==> config.mk <==
export PLATFORM = sky130hd
export DESIGN_NAME = fsv_status_one
export DESIGN_NICKNAME = d
export VERILOG_FILES = /design/src/include/fsv_pkg.sv /design/src/hw/fsv_status_one.sv
export SDC_FILE = /design/constraint.sdc
export NUM_CORES = 1
export LEC_CHECK = 0
export BUFFER_PORTS_ARGS = -buffer_cell sky130_fd_sc_hd__buf_4
export CAP_MARGIN = 20
export CORE_ASPECT_RATIO = 1.2
export CORE_MARGIN = 2
export CORE_UTILIZATION = 25
export DETAILED_ROUTE_END_ITERATION = 10
export HOLD_SLACK_MARGIN = 0.06
export PLACE_DENSITY = 0.4
export SLEW_MARGIN = 20
export SYNTH_ARGS = -nofsm -noshare
export SYNTH_HDL_FRONTEND = slang
export SYNTH_SLANG_ARGS = --single-unit
==> constraint.sdc <==
create_clock -name clk -period 5.35 [get_ports clk]
set_input_delay 0.535 -clock clk [delete_from_list [all_inputs] [get_ports clk]]
set_output_delay 0.535 -clock clk [all_outputs]
set_load 0.01 [all_outputs]
==> src/include/fsv_pkg.sv <==
package fsv_pkg;

    // Command opcodes
    localparam logic [7:0] OP_WRR    = 8'h01;
    localparam logic [7:0] OP_PP     = 8'h02;
    localparam logic [7:0] OP_WRITE_FORBID_CMD   = 8'h04;
    localparam logic [7:0] OP_READ_STATUS_ONE_CMD  = 8'h05;
    localparam logic [7:0] OP_WRITE_PERMIT_CMD   = 8'h06;
    localparam logic [7:0] OP_READ_STATUS_TWO_CMD  = 8'h07;
    localparam logic [7:0] OP_CLEAR_STATUS_CMD_A = 8'h30;
    localparam logic [7:0] OP_CLEAR_STATUS_CMD_B = 8'h82;
    localparam logic [7:0] OP_OTPP   = 8'h42;
    localparam logic [7:0] OP_BE_A   = 8'h60;
    localparam logic [7:0] OP_BE_B   = 8'hC7;
    localparam logic [7:0] OP_READ_ADDRESSED_REG_CMD   = 8'h65;
    localparam logic [7:0] OP_WRITE_ADDRESSED_REG_CMD   = 8'h71;
    localparam logic [7:0] OP_SUSP_A = 8'h75;
    localparam logic [7:0] OP_SUSP_B = 8'h85;
    localparam logic [7:0] OP_SUSP_C = 8'hB0;
    localparam logic [7:0] OP_SE     = 8'hD8;
    localparam logic [7:0] OP_RESET  = 8'hF0;

    // Status register one field positions
    localparam int B_STATUS_WRITE_LOCK_COPY  = 7;
    localparam int B_PERR  = 6;
    localparam int B_EERR  = 5;
    localparam int B_BP_HI = 4;
    localparam int B_BP_LO = 2;
    localparam int B_WEL   = 1;
    localparam int B_WIP   = 0;

    // Register addresses seen by the addressed read and write commands
    localparam logic [23:0] ADDR_STATUS_ONE_PERSISTENT = 24'h000000;
    localparam logic [23:0] ADDR_STATUS_ONE_VOLATILE  = 24'h800000;

    localparam logic [4:0] CNT_BYTE_LAST = 5'h07;
    localparam logic [4:0] CNT_ADDR_LAST = 5'h17;
    localparam logic [2:0] BP_CLEAR      = 3'h0;

    typedef enum logic [2:0] {
        PH_CMD  = 3'b000,
        PH_ADDR = 3'b001,
        PH_DATA = 3'b010,
        PH_READ = 3'b011,
        PH_SKIP = 3'b100
    } fsv_ph_t;

    typedef enum logic [2:0] {
        OPK_PROG  = 3'b000,
        OPK_OTP   = 3'b001,
        OPK_SECT  = 3'b010,
        OPK_BULK  = 3'b011,
        OPK_NVREG = 3'b100
    } fsv_opk_t;

    typedef struct packed {
        logic [2:0] sy1;
        logic [2:0] sy2;
        logic       wp1;
        logic       wp2;
        logic       cs_p;
        logic       sck_p;
        fsv_ph_t    ph;
        logic [4:0] cnt;
        logic       go;
        logic       done;
        logic [7:0] opc;
        logic [23:0] addr;
        logic [7:0] data;
        logic [7:0] shreg;
        logic       so;
        logic       so_oe;
        logic       status_write_lock_copy;
        logic       perr;
        logic       eerr;
        logic [2:0] bp_v;
        logic [2:0] prot;
        logic       write_permit_latch;
        logic       operation_busy_flag;
        logic       op_act;
        fsv_opk_t   kind;
        logic       op_req;
        logic       sus_req;
        logic       nv_req;
        logic [7:0] nv_data;
        logic       load_pend;
    } fsv_st_t;

endpackage

==> src/hw/fsv_status_one.sv <==
module fsv_status_one
    import fsv_pkg::*;
(
    input  wire logic        clk,
    input  wire logic        rst_n,
    input  wire logic        spi_sck,
    input  wire logic        spi_cs_n,
    input  wire logic        spi_si,
    input  wire logic        wp_n,
    input  wire logic [7:0]  nv_status_one,
    input  wire logic        protect_select_volatile,
    input  wire logic [7:0]  status_two,
    input  wire logic        target_protected,
    input  wire logic        otp_region_locked,
    input  wire logic        op_done,
    input  wire logic        op_fail,
    output logic             spi_so,
    output logic             spi_so_oe,
    output logic             op_req,
    output fsv_opk_t         op_kind,
    output logic [23:0]      op_addr,
    output logic             suspend_req,
    output logic             nv_wr_req,
    output logic [7:0]       nv_wr_data,
    output logic [2:0]       active_protect,
    output logic [7:0]       status_one_volatile
);

    fsv_st_t r;
    fsv_st_t n;

    logic cs_s;
    logic sck_s;
    logic si_s;
    logic wp_s;
    logic rise;
    logic fall;
    logic cs_rise;
    logic exec;
    logic locked;
    logic exec_write_permit_cmd;
    logic exec_write_forbid_cmd;
    logic exec_clear_status_cmd;
    logic exec_rst;
    logic exec_be;

    function automatic logic [7:0] stat_byte(input fsv_st_t s);
        stat_byte = {s.status_write_lock_copy, s.perr, s.eerr, s.bp_v, s.write_permit_latch, s.operation_busy_flag};
    endfunction

    function automatic logic busy_ok(input logic [7:0] op);
        busy_ok = (op == OP_READ_STATUS_ONE_CMD) || (op == OP_READ_STATUS_TWO_CMD) || (op == OP_READ_ADDRESSED_REG_CMD)
               || (op == OP_SUSP_A) || (op == OP_SUSP_B)
               || (op == OP_SUSP_C) || (op == OP_CLEAR_STATUS_CMD_A)
               || (op == OP_CLEAR_STATUS_CMD_B) || (op == OP_RESET);
    endfunction

    function automatic logic [7:0] rd_byte(input logic [7:0] op,
                                           input logic [23:0] a,
                                           input logic [7:0] st,
                                           input logic [7:0] sr2,
                                           input logic [7:0] nv);
        if (op == OP_READ_STATUS_TWO_CMD) begin
            rd_byte = sr2;
        end else if (op == OP_READ_ADDRESSED_REG_CMD && a == ADDR_STATUS_ONE_VOLATILE) begin
            rd_byte = st;
        end else if (op == OP_READ_ADDRESSED_REG_CMD && a == ADDR_STATUS_ONE_PERSISTENT) begin
            rd_byte = nv;
        end else if (op == OP_READ_ADDRESSED_REG_CMD) begin
            rd_byte = 8'h00;
        end else begin
            rd_byte = st;
        end
    endfunction

    assign cs_s      = r.sy2[2];
    assign sck_s     = r.sy2[1];
    assign si_s      = r.sy2[0];
    assign wp_s      = r.wp2;
    assign rise      = sck_s && !r.sck_p && !cs_s;
    assign fall      = !sck_s && r.sck_p && !cs_s;
    assign cs_rise   = cs_s && !r.cs_p;
    assign exec      = cs_rise && r.go && r.done;
    assign locked    = nv_status_one[B_STATUS_WRITE_LOCK_COPY] && !wp_s;
    assign exec_write_permit_cmd = exec && r.opc == OP_WRITE_PERMIT_CMD;
    assign exec_write_forbid_cmd = exec && r.opc == OP_WRITE_FORBID_CMD;
    assign exec_clear_status_cmd = exec && (r.opc == OP_CLEAR_STATUS_CMD_A || r.opc == OP_CLEAR_STATUS_CMD_B);
    assign exec_rst  = exec && r.opc == OP_RESET;
    assign exec_be   = exec && (r.opc == OP_BE_A || r.opc == OP_BE_B);

    always_comb begin
        n = r;
        n.sy1     = {spi_cs_n, spi_sck, spi_si};
        n.sy2     = r.sy1;
        n.wp1     = wp_n;
        n.wp2     = r.wp1;
        n.cs_p    = cs_s;
        n.sck_p   = sck_s;
        n.op_req  = 1'h0;
        n.sus_req = 1'h0;
        n.nv_req  = 1'h0;
        n.status_write_lock_copy    = nv_status_one[B_STATUS_WRITE_LOCK_COPY];
        n.prot    = protect_select_volatile ? r.bp_v
                  : nv_status_one[B_BP_HI:B_BP_LO];
        if (r.load_pend) begin
            n.bp_v      = nv_status_one[B_BP_HI:B_BP_LO];
            n.load_pend = 1'h0;
        end
        if (rise) begin
            n.cnt = r.cnt + 5'h01;
            case (r.ph)
                PH_CMD: begin
                    n.opc = {r.opc[6:0], si_s};
                    if (r.cnt == CNT_BYTE_LAST) begin
                        n.cnt = 5'h00;
                        if (r.operation_busy_flag && !busy_ok(n.opc)) begin
                            n.ph = PH_SKIP;
                        end else begin
                            n.go = 1'h1;
                            case (n.opc)
                                OP_READ_STATUS_ONE_CMD, OP_READ_STATUS_TWO_CMD: n.ph = PH_READ;
                                OP_WRR: n.ph = PH_DATA;
                                OP_WRITE_ADDRESSED_REG_CMD, OP_READ_ADDRESSED_REG_CMD, OP_PP, OP_OTPP,
                                OP_SE: n.ph = PH_ADDR;
                                default: begin
                                    n.ph   = PH_SKIP;
                                    n.done = 1'h1;
                                end
                            endcase
                        end
                    end
                end
                PH_ADDR: begin
                    n.addr = {r.addr[22:0], si_s};
                    if (r.cnt == CNT_ADDR_LAST) begin
                        n.cnt = 5'h00;
                        if (r.opc == OP_READ_ADDRESSED_REG_CMD) begin
                            n.ph = PH_READ;
                        end else if (r.opc == OP_WRITE_ADDRESSED_REG_CMD) begin
                            n.ph = PH_DATA;
                        end else begin
                            n.ph   = PH_SKIP;
                            n.done = 1'h1;
                        end
                    end
                end
                PH_DATA: begin
                    n.data = {r.data[6:0], si_s};
                    if (r.cnt == CNT_BYTE_LAST) begin
                        n.ph   = PH_SKIP;
                        n.done = 1'h1;
                    end
                end
                default: n.cnt = r.cnt;
            endcase
        end
        // Status reads repeat; each new byte is a fresh snapshot
        if (fall && r.ph == PH_READ) begin
            n.so_oe = 1'h1;
            n.cnt   = {2'h0, r.cnt[2:0] + 3'h1};
            if (r.cnt[2:0] == 3'h0) begin
                n.shreg = rd_byte(r.opc, r.addr, stat_byte(r),
                                  status_two, nv_status_one);
                n.so    = n.shreg[7];
                n.shreg = {n.shreg[6:0], 1'h0};
            end else begin
                n.so    = r.shreg[7];
                n.shreg = {r.shreg[6:0], 1'h0};
            end
        end
        if (cs_rise) begin
            n.ph    = PH_CMD;
            n.cnt   = 5'h00;
            n.go    = 1'h0;
            n.done  = 1'h0;
            n.so_oe = 1'h0;
        end
        if (exec) begin
            case (r.opc)
                OP_WRITE_PERMIT_CMD: n.write_permit_latch = 1'h1;
                OP_WRITE_FORBID_CMD: n.write_permit_latch = 1'h0;
                OP_CLEAR_STATUS_CMD_A, OP_CLEAR_STATUS_CMD_B: begin
                    n.perr = 1'h0;
                    n.eerr = 1'h0;
                    if (!r.op_act) begin
                        n.operation_busy_flag = 1'h0;
                    end
                end
                OP_RESET: begin
                    n.write_permit_latch       = 1'h0;
                    n.perr      = 1'h0;
                    n.eerr      = 1'h0;
                    n.operation_busy_flag       = 1'h0;
                    n.op_act    = 1'h0;
                    n.load_pend = 1'h1;
                end
                OP_SUSP_A, OP_SUSP_B, OP_SUSP_C: begin
                    if (r.op_act && r.kind != OPK_NVREG) begin
                        n.sus_req = 1'h1;
                    end
                end
                // Volatile write ends at once and drops the latch; a
                // persistent write keeps it until the engine succeeds
                OP_WRR, OP_WRITE_ADDRESSED_REG_CMD: begin
                    if (r.write_permit_latch && !locked) begin
                        if (protect_select_volatile
                            && (r.opc == OP_WRR || r.addr == ADDR_STATUS_ONE_VOLATILE))
                        begin
                            n.bp_v = r.data[B_BP_HI:B_BP_LO];
                            n.write_permit_latch  = 1'h0;
                        end else if (!protect_select_volatile
                            && (r.opc == OP_WRR || r.addr == ADDR_STATUS_ONE_PERSISTENT))
                        begin
                            n.nv_req  = 1'h1;
                            n.nv_data = {r.data[B_STATUS_WRITE_LOCK_COPY],
                                nv_status_one[B_PERR:B_EERR],
                                r.data[B_BP_HI:B_BP_LO],
                                nv_status_one[B_WEL:B_WIP]};
                            n.bp_v    = r.data[B_BP_HI:B_BP_LO];
                            n.op_act  = 1'h1;
                            n.kind    = OPK_NVREG;
                            n.operation_busy_flag     = 1'h1;
                        end
                    end
                end
                OP_PP, OP_OTPP, OP_SE: begin
                    if (r.write_permit_latch) begin
                        if (r.opc == OP_OTPP ? otp_region_locked
                                             : target_protected) begin
                            n.perr = r.opc != OP_SE;
                            n.eerr = r.opc == OP_SE;
                            n.operation_busy_flag  = 1'h1;
                        end else begin
                            n.op_req = 1'h1;
                            n.op_act = 1'h1;
                            n.operation_busy_flag    = 1'h1;
                            n.kind   = r.opc == OP_PP ? OPK_PROG
                                     : r.opc == OP_OTPP ? OPK_OTP
                                     : OPK_SECT;
                        end
                    end
                end
                OP_BE_A, OP_BE_B: begin
                    if (r.write_permit_latch && r.prot == BP_CLEAR) begin
                        n.op_req = 1'h1;
                        n.op_act = 1'h1;
                        n.operation_busy_flag    = 1'h1;
                        n.kind   = OPK_BULK;
                    end
                end
                default: n.go = 1'h0;
            endcase
        end
        // Completion follows the command so an error set wins a clear
        if (op_done && r.op_act && !exec_rst) begin
            n.op_act = 1'h0;
            if (op_fail) begin
                if (r.kind == OPK_SECT || r.kind == OPK_BULK) begin
                    n.eerr = 1'h1;
                end else begin
                    n.perr = 1'h1;
                end
            end else begin
                n.operation_busy_flag = 1'h0;
                n.write_permit_latch = 1'h0;
            end
        end
    end

    always_ff @(posedge clk or negedge rst_n) begin
        if (!rst_n) begin
            r           <= '0;
            r.sy1       <= 3'h7;
            r.sy2       <= 3'h7;
            r.cs_p      <= 1'h1;
            r.load_pend <= 1'h1;
        end else begin
            r <= n;
        end
    end

    assign spi_so              = r.so;
    assign spi_so_oe           = r.so_oe;
    assign op_req              = r.op_req;
    assign op_kind             = r.kind;
    assign op_addr             = r.addr;
    assign suspend_req         = r.sus_req;
    assign nv_wr_req           = r.nv_req;
    assign nv_wr_data          = r.nv_data;
    assign active_protect      = r.prot;
    assign status_one_volatile = stat_byte(r);

    a_perr_on_fail: assert property (
        @(posedge clk) disable iff (!rst_n)
        op_done && op_fail && r.op_act && r.kind == OPK_PROG && !exec_rst
        |=> r.perr)
        else $error("program failure did not set error flag");

    a_err_keep: assert property (
        @(posedge clk) disable iff (!rst_n)
        r.perr && !exec_clear_status_cmd && !exec_rst |=> r.perr)
        else $error("program error flag cleared without clear command");

    a_bulk_refuse: assert property (
        @(posedge clk) disable iff (!rst_n)
        exec_be && r.prot != BP_CLEAR && !r.op_act
        |=> !r.op_req && r.eerr == $past(r.eerr))
        else $error("bulk erase ran or flagged under protection");

    a_start_needs_wel: assert property (
        @(posedge clk) disable iff (!rst_n)
        r.op_req || r.nv_req |-> $past(r.write_permit_latch))
        else $error("operation started without write latch");

    a_write_permit_cmd_sets: assert property (
        @(posedge clk) disable iff (!rst_n)
        exec_write_permit_cmd |=> r.write_permit_latch)
        else $error("write permit did not set latch");

    a_write_forbid_cmd_clears: assert property (
        @(posedge clk) disable iff (!rst_n)
        exec_write_forbid_cmd |=> !r.write_permit_latch ##1 !r.write_permit_latch)
        else $error("write forbid did not clear latch");

    a_done_clean: assert property (
        @(posedge clk) disable iff (!rst_n)
        op_done && !op_fail && r.op_act && !exec_rst
        |=> !r.operation_busy_flag && !r.write_permit_latch)
        else $error("clean completion left busy or latch set");

    a_busy_op: assert property (
        @(posedge clk) disable iff (!rst_n)
        r.op_act |-> r.operation_busy_flag)
        else $error("operation active while not busy");

    a_err_busy: assert property (
        @(posedge clk) disable iff (!rst_n)
        r.perr || r.eerr |-> r.operation_busy_flag)
        else $error("error flag set while not busy");

    a_busy_block: assert property (
        @(posedge clk) disable iff (!rst_n)
        rise && r.ph == PH_CMD && r.cnt == CNT_BYTE_LAST && r.operation_busy_flag
        && !busy_ok({r.opc[6:0], si_s}) |=> !r.go && r.ph == PH_SKIP)
        else $error("command accepted while busy");

endmodule // fsv_status_one

; Word level (Yosys, flattened, before mapping)
; Index checks and enable logic that the tools add are counted.
; W data, S select, Z words.
[word_totals]
regBits = 97
inputBits = 27
out_inout_bits = 51
[classes]
add_sub_neg = 2
eq_ne = 60
muxes = 72
bitwise_logic = 1
n_reduce_logical = 72
[ops]
columns = op, n
row1 = $eq A8 B8 Y1 const B, 11
row2 = $eq A8 B7 Y1 const B, 9
row3 = $mux W8, 7
row4 = $mux W50, 1
row5 = $mux W9, 5
row6 = $ne A3 B3 Y1 const B, 14
row7 = $eq A8 B3 Y1 const B, 5
row8 = $mux W3, 11
row9 = $pmux W3 S3, 3
row10 = $mux W5, 5
row11 = $eq A24 B24 Y1 const B, 1
row12 = $logic_not A24 Y1, 1
row13 = $mux W24, 1
row14 = $logic_and A1 B1 Y1, 20
row15 = $mux W10, 2
row16 = $mux W1, 18
row17 = $mux W18, 1
row18 = $mux W6, 3
row19 = $eq A8 B1 Y1 const B, 2
row20 = $eq A8 B2 Y1 const B, 2
row21 = $eq A8 B6 Y1 const B, 2
row22 = $mux W2, 8
row23 = $reduce_and A8 Y1, 2
row24 = $pmux W5 S3, 1
row25 = other kinds (29), 72

; Logic depth before layout (Yosys ltp)
[depth]
depth_word = 19
mapped_depth = 8

; Least setup slack after synthesis
; Ideal clock, no wire load.
[synth_path]
kind = register to register
start = register r, in the netlist op_addr[16]
end = register r, in the netlist nv_wr_data[0]
arrival_time_ns = 2.222
required_time_ns = 5.225
slack_ns = 3.004
path_stages_with_launch = 8
n_path_buf = 1
period_less_slack_ns = 2.346
path_cell_list = dfrtp_1 -> nor4_1 -> nand4_1 -> nor3_1 -> clkbuf_1 -> o21bai_1 -> nor4_4 -> mux2_2
[synth_via]
elab_chain_len = 5
word_cells_on_any_way = 8
classes_between = 1 x eq/ne / 1 x bitwise / 6 x reduce/logical
[synth_lines]
columns = item, line_no
row1 = start: declaration, fsv_status_one.sv:29  ; fsv_st_t r;
row2 = start signal: assignment, fsv_status_one.sv:278  ; r <= n;
row3 = $eq A24 B24 Y1, fsv_status_one.sv:207  ; && (r.opc == OP_WRR || r.addr == ADDR_STATUS_ONE_VOLATILE))
row4 = $logic_or A1 B1 Y1, fsv_status_one.sv:207
row5 = $logic_and A1 B1 Y1, fsv_status_one.sv:207
row6 = $not A1 Y1 (no line), -
row7 = $reduce_and A5 Y1 (no line) *, -
; Every way passes the cells marked *; elsewhere a longest branch is shown, timed or not.
; A chain may end at the register's enable or synchronous reset.

; Final worst setup path
[layout_path]
start = register r[71] (netlist bit)
end = register r, in the netlist op_kind[2]
[layout_via]
elab_chain_len = 5
word_cells_on_any_way = 24
classes_between = 13 x eq/ne / 2 x mux / 9 x reduce/logical
[layout_lines]
columns = item, line_no
row1 = $eq A8 B1 Y1, "fsv_status_one.sv:179, fsv_status_one.sv:207, fsv_status_one.sv:212"
row2 = "$logic_or A1 B1 Y1, on equally long branches", "fsv_status_one.sv:212, fsv_status_one.sv:207"
row3 = "$logic_and A1 B1 Y1, on equally long branches", "fsv_status_one.sv:212, fsv_status_one.sv:207"
row4 = $ne A2 B2 Y1 (no line), -
row5 = $reduce_and A8 Y1 (no line), -
; Several ways; a longest one is shown, not always the timed one.

==> impl_results.md <==
- Yosys reg bits: between 90 and 100
- Clk_lat worst skew: 360 ps
- Final antenna-violating net count: 0
- Die area: around 22,000 µm²
- Final #Nets: ~560
- Top Ports: approximately 80
- Syn avg cell area: approximately 10 µm²
- Setup bufs post-CTS: 0
- DRC Markers: 0
- Worst Tran Pin Value: 810.0 ps
- Post-route design area: 6028 µm²
- Worst path bufs/invs: 0
- Via density: 4.895
- Tcrit/Tclk final: 0.5280
- Worst Path Arrival: around 3100 ps
- Post-synthesis sequential area ratio: 0.4634
- Synth Warn #: 0
- GRT Resource Usage Total: 0.1340
- Ant. Diodes: 0
- Slew headroom: 0.4600
- CP max stage cell: nor4_2
- Placed wire-length estimate: about 10,000 µm
- Cell Area, Placed: around 5700 µm²
- Initial core utilization: 0.2561
- Final hold viol count: 0
- RSZ-0062 raised after global routing: false
- WL met1: 6038 µm
- Vias in the first global route: 3,931
- Lkg Pwr: 2.713 nW
- First-pass GRT wire length: around 23,000 µm
- Worst Skew: 10.46 ps
- Number of distinct library cells after synthesis: 72
- F_max: 354.0 MHz
- Crit-path max cell delay: 700 ps
- Share of layout cells above drive strength 1: 0.3216
- CTS tree: yes
- Async set or reset register ratio after synthesis: 1.000
- Hold buffer count at cts: 0
- Crit Path Category: reg2reg
- Worst path cell trace: nor4_2 -> nand3_1 -> mux2i_1 -> a32o_1 -> o21ai_1 -> mux2_2
- Fraction of post-synthesis cell area in the top cell type by area: 0.4230
- Worst EP required: 5600 ps
- Number of synthesized flops with an enable pin: 0
- MaxCap Viol Count: 0
- Leading area contributor after synthesis: dfrtp_1
- Met2 Wirelength: 7110 µm
- Synth Cell Area: 5206 µm²
- Worst-path clk slew: 70 ps
- Pwr/cell area: around 270 nW/µm²
- Hold Path Class: in2async
- Nature of the critical path startpoint: flip-flop
- DRT Pass-1 Iters: 4
- Final setup violation count: 0
- Maximum vdd ir drop: approximately 0.15 mV
- Initial antenna violation count: 0
- Top Layer Used: met4
- Root buf cell: clkbuf_16
- Met3 routed wirelength: just under 700 µm
- # rows: 57
- Fin. max-slew vios: 0
- Via count: between 3k and 4k
- Top cell family by delay on the critical path: simple AND/OR/NAND/NOR gates
- DR iter-0 viols: roughly 200
- Port Buffer Count: 77
- H-tree Lvls: 3
- GP Congestion: between 0.8 and 0.9
- Clk buf depth: 2
- Status: completed
- Fin Setup TNS: 0 ps
- Pin count of the biggest net entering global routing: between 60 and 70
- Core area: between 20,000 and 25,000 µm²
- DR WL/cell: 17.65 µm
- Post-synthesis cell count: approximately 510
- DIE WIDTH: ~140 µm
- Commonest register cell after synthesis: dfrtp_1
- Synthesized net count: roughly 540
- Post_cts resized: 0
- Chip Height: around 160 µm
- Synth top cells by count: dfrtp_1, mux2_2, buf_4
- WL final: between 10,000 and 15,000 µm
- Worst setup EP type: flip-flop
- Most frequent cell after synthesis: dfrtp_1
- Synth-to-layout area growth: 15.79%
- Min cycle time layout: 2825 ps
- Num CTS Buffers: 9
- Synth top area cells: dfrtp_1, mux2_2, buf_4, dfstp_2, nand2_1
- CTS sink cnt: 96
- Worst-path maximum fanout: 15
- GRT overflow: 0
## state kept, by name, indices dropped and copies added (netlist names)
name / count
n: 5
r: 38
wp_s: 1
suspend_req: 1
spi_so: 1
cs_s: 1
nv_wr_req: 1
op_req: 1
status_one_volatile: 8
op_kind: 3
active_protect: 3
nv_wr_data: 8
op_addr: 24
spi_so_oe: 1
## worst paths after layout
kind	from	end	slack [ps]	depth (start not counted)
worst max-delay path	r[71]	op_kind[2]	2530	6
worst min-delay path	rst_n	spi_so_oe	140	1
worst max register to register	r[71]	op_kind[2]	2530	6
worst min register to register	n[93]	cs_s	360	0
max in group asynchronous	rst_n	nv_wr_req	4030	2
min in group clk	spi_si	n[91]	290	1
## power breakdown
part	total (mW)	leakage, nW	internal [mW]	switching [mW]
Sequential	0.805	1.25	0.745	0.0599
Clock	0.646	0.142	0.336	0.310
Combinational	0.205	1.32	0.0842	0.121
## cell usage in the layout, fill, tap and decap left out, types with 3 or more instances in the layout
master,n
a2111oi_0,3
buf_4,81
nor4_1,9
nand2b_1,8
nor2b_1,14
mux2_2,51
nor2_1,28
nor4b_1,5
a31oi_1,12
nand4_1,5
inv_1,10
a21oi_1,15
o22ai_1,7
dfstp_2,8
and2_1,3
or2_2,5
and3_1,5
clkbuf_16,9
nand2_1,38
o21ai_0,21
o21a_1,4
nor3b_1,6
dfrtp_1,88
nand3_1,18
nor3_1,11
a211oi_1,3
a221oi_1,5
nor4_2,3
## worst register-to-register path, stage by stage, from the launching register on
cell	delay, ps
dfrtp_1	540
nor4_2	700
nand3_1	270
mux2i_1	200
a32o_1	300
o21ai_1	320
mux2_2	380
## metrics by stage
step                      utilization  hold WS [ps]  total power [mW]  setup slack [ps]  instances
after floorplan                     -         239.4            0.9453              3004        509
after CTS                      0.2956         155.9             1.684              2580        802
after detailed placement       0.2813         348.9             1.024              2595        786
final                          0.2966         138.7             1.656              2525        803
after global placement         0.2813         335.8             1.022              2620        786
after global routing           0.2966         174.9             1.749              2287        803
## logic make-up after synthesis
group | synth area share
simple gates | 0.1875
fa+ha+maj | 0.004806
xor+xnor | 0.005048
mux | 0.1142
flops | 0.4633
compound gates | 0.1336
buf+inv | 0.09156
## metal layers
layer,global-route usage,vias up
met3,0.02871,22
met4,0.05919,0
met1,0.1691,1929
met2,0.2199,115
li1,-,1865
met5,0,-
## area by class of cell
class | instances | area [µm²]
multi-input combinational | 333 | 2328
inverter | 11 | 41.29
tap | 265 | 331.6
timing repair buffer | 82 | 623.1
fill | 2119 | 14300
clock buffer | 10 | 239.0
sequential | 96 | 2412
clock inverter | 6 | 52.55
No activity file was read; power rests on OpenSTA's default activity.
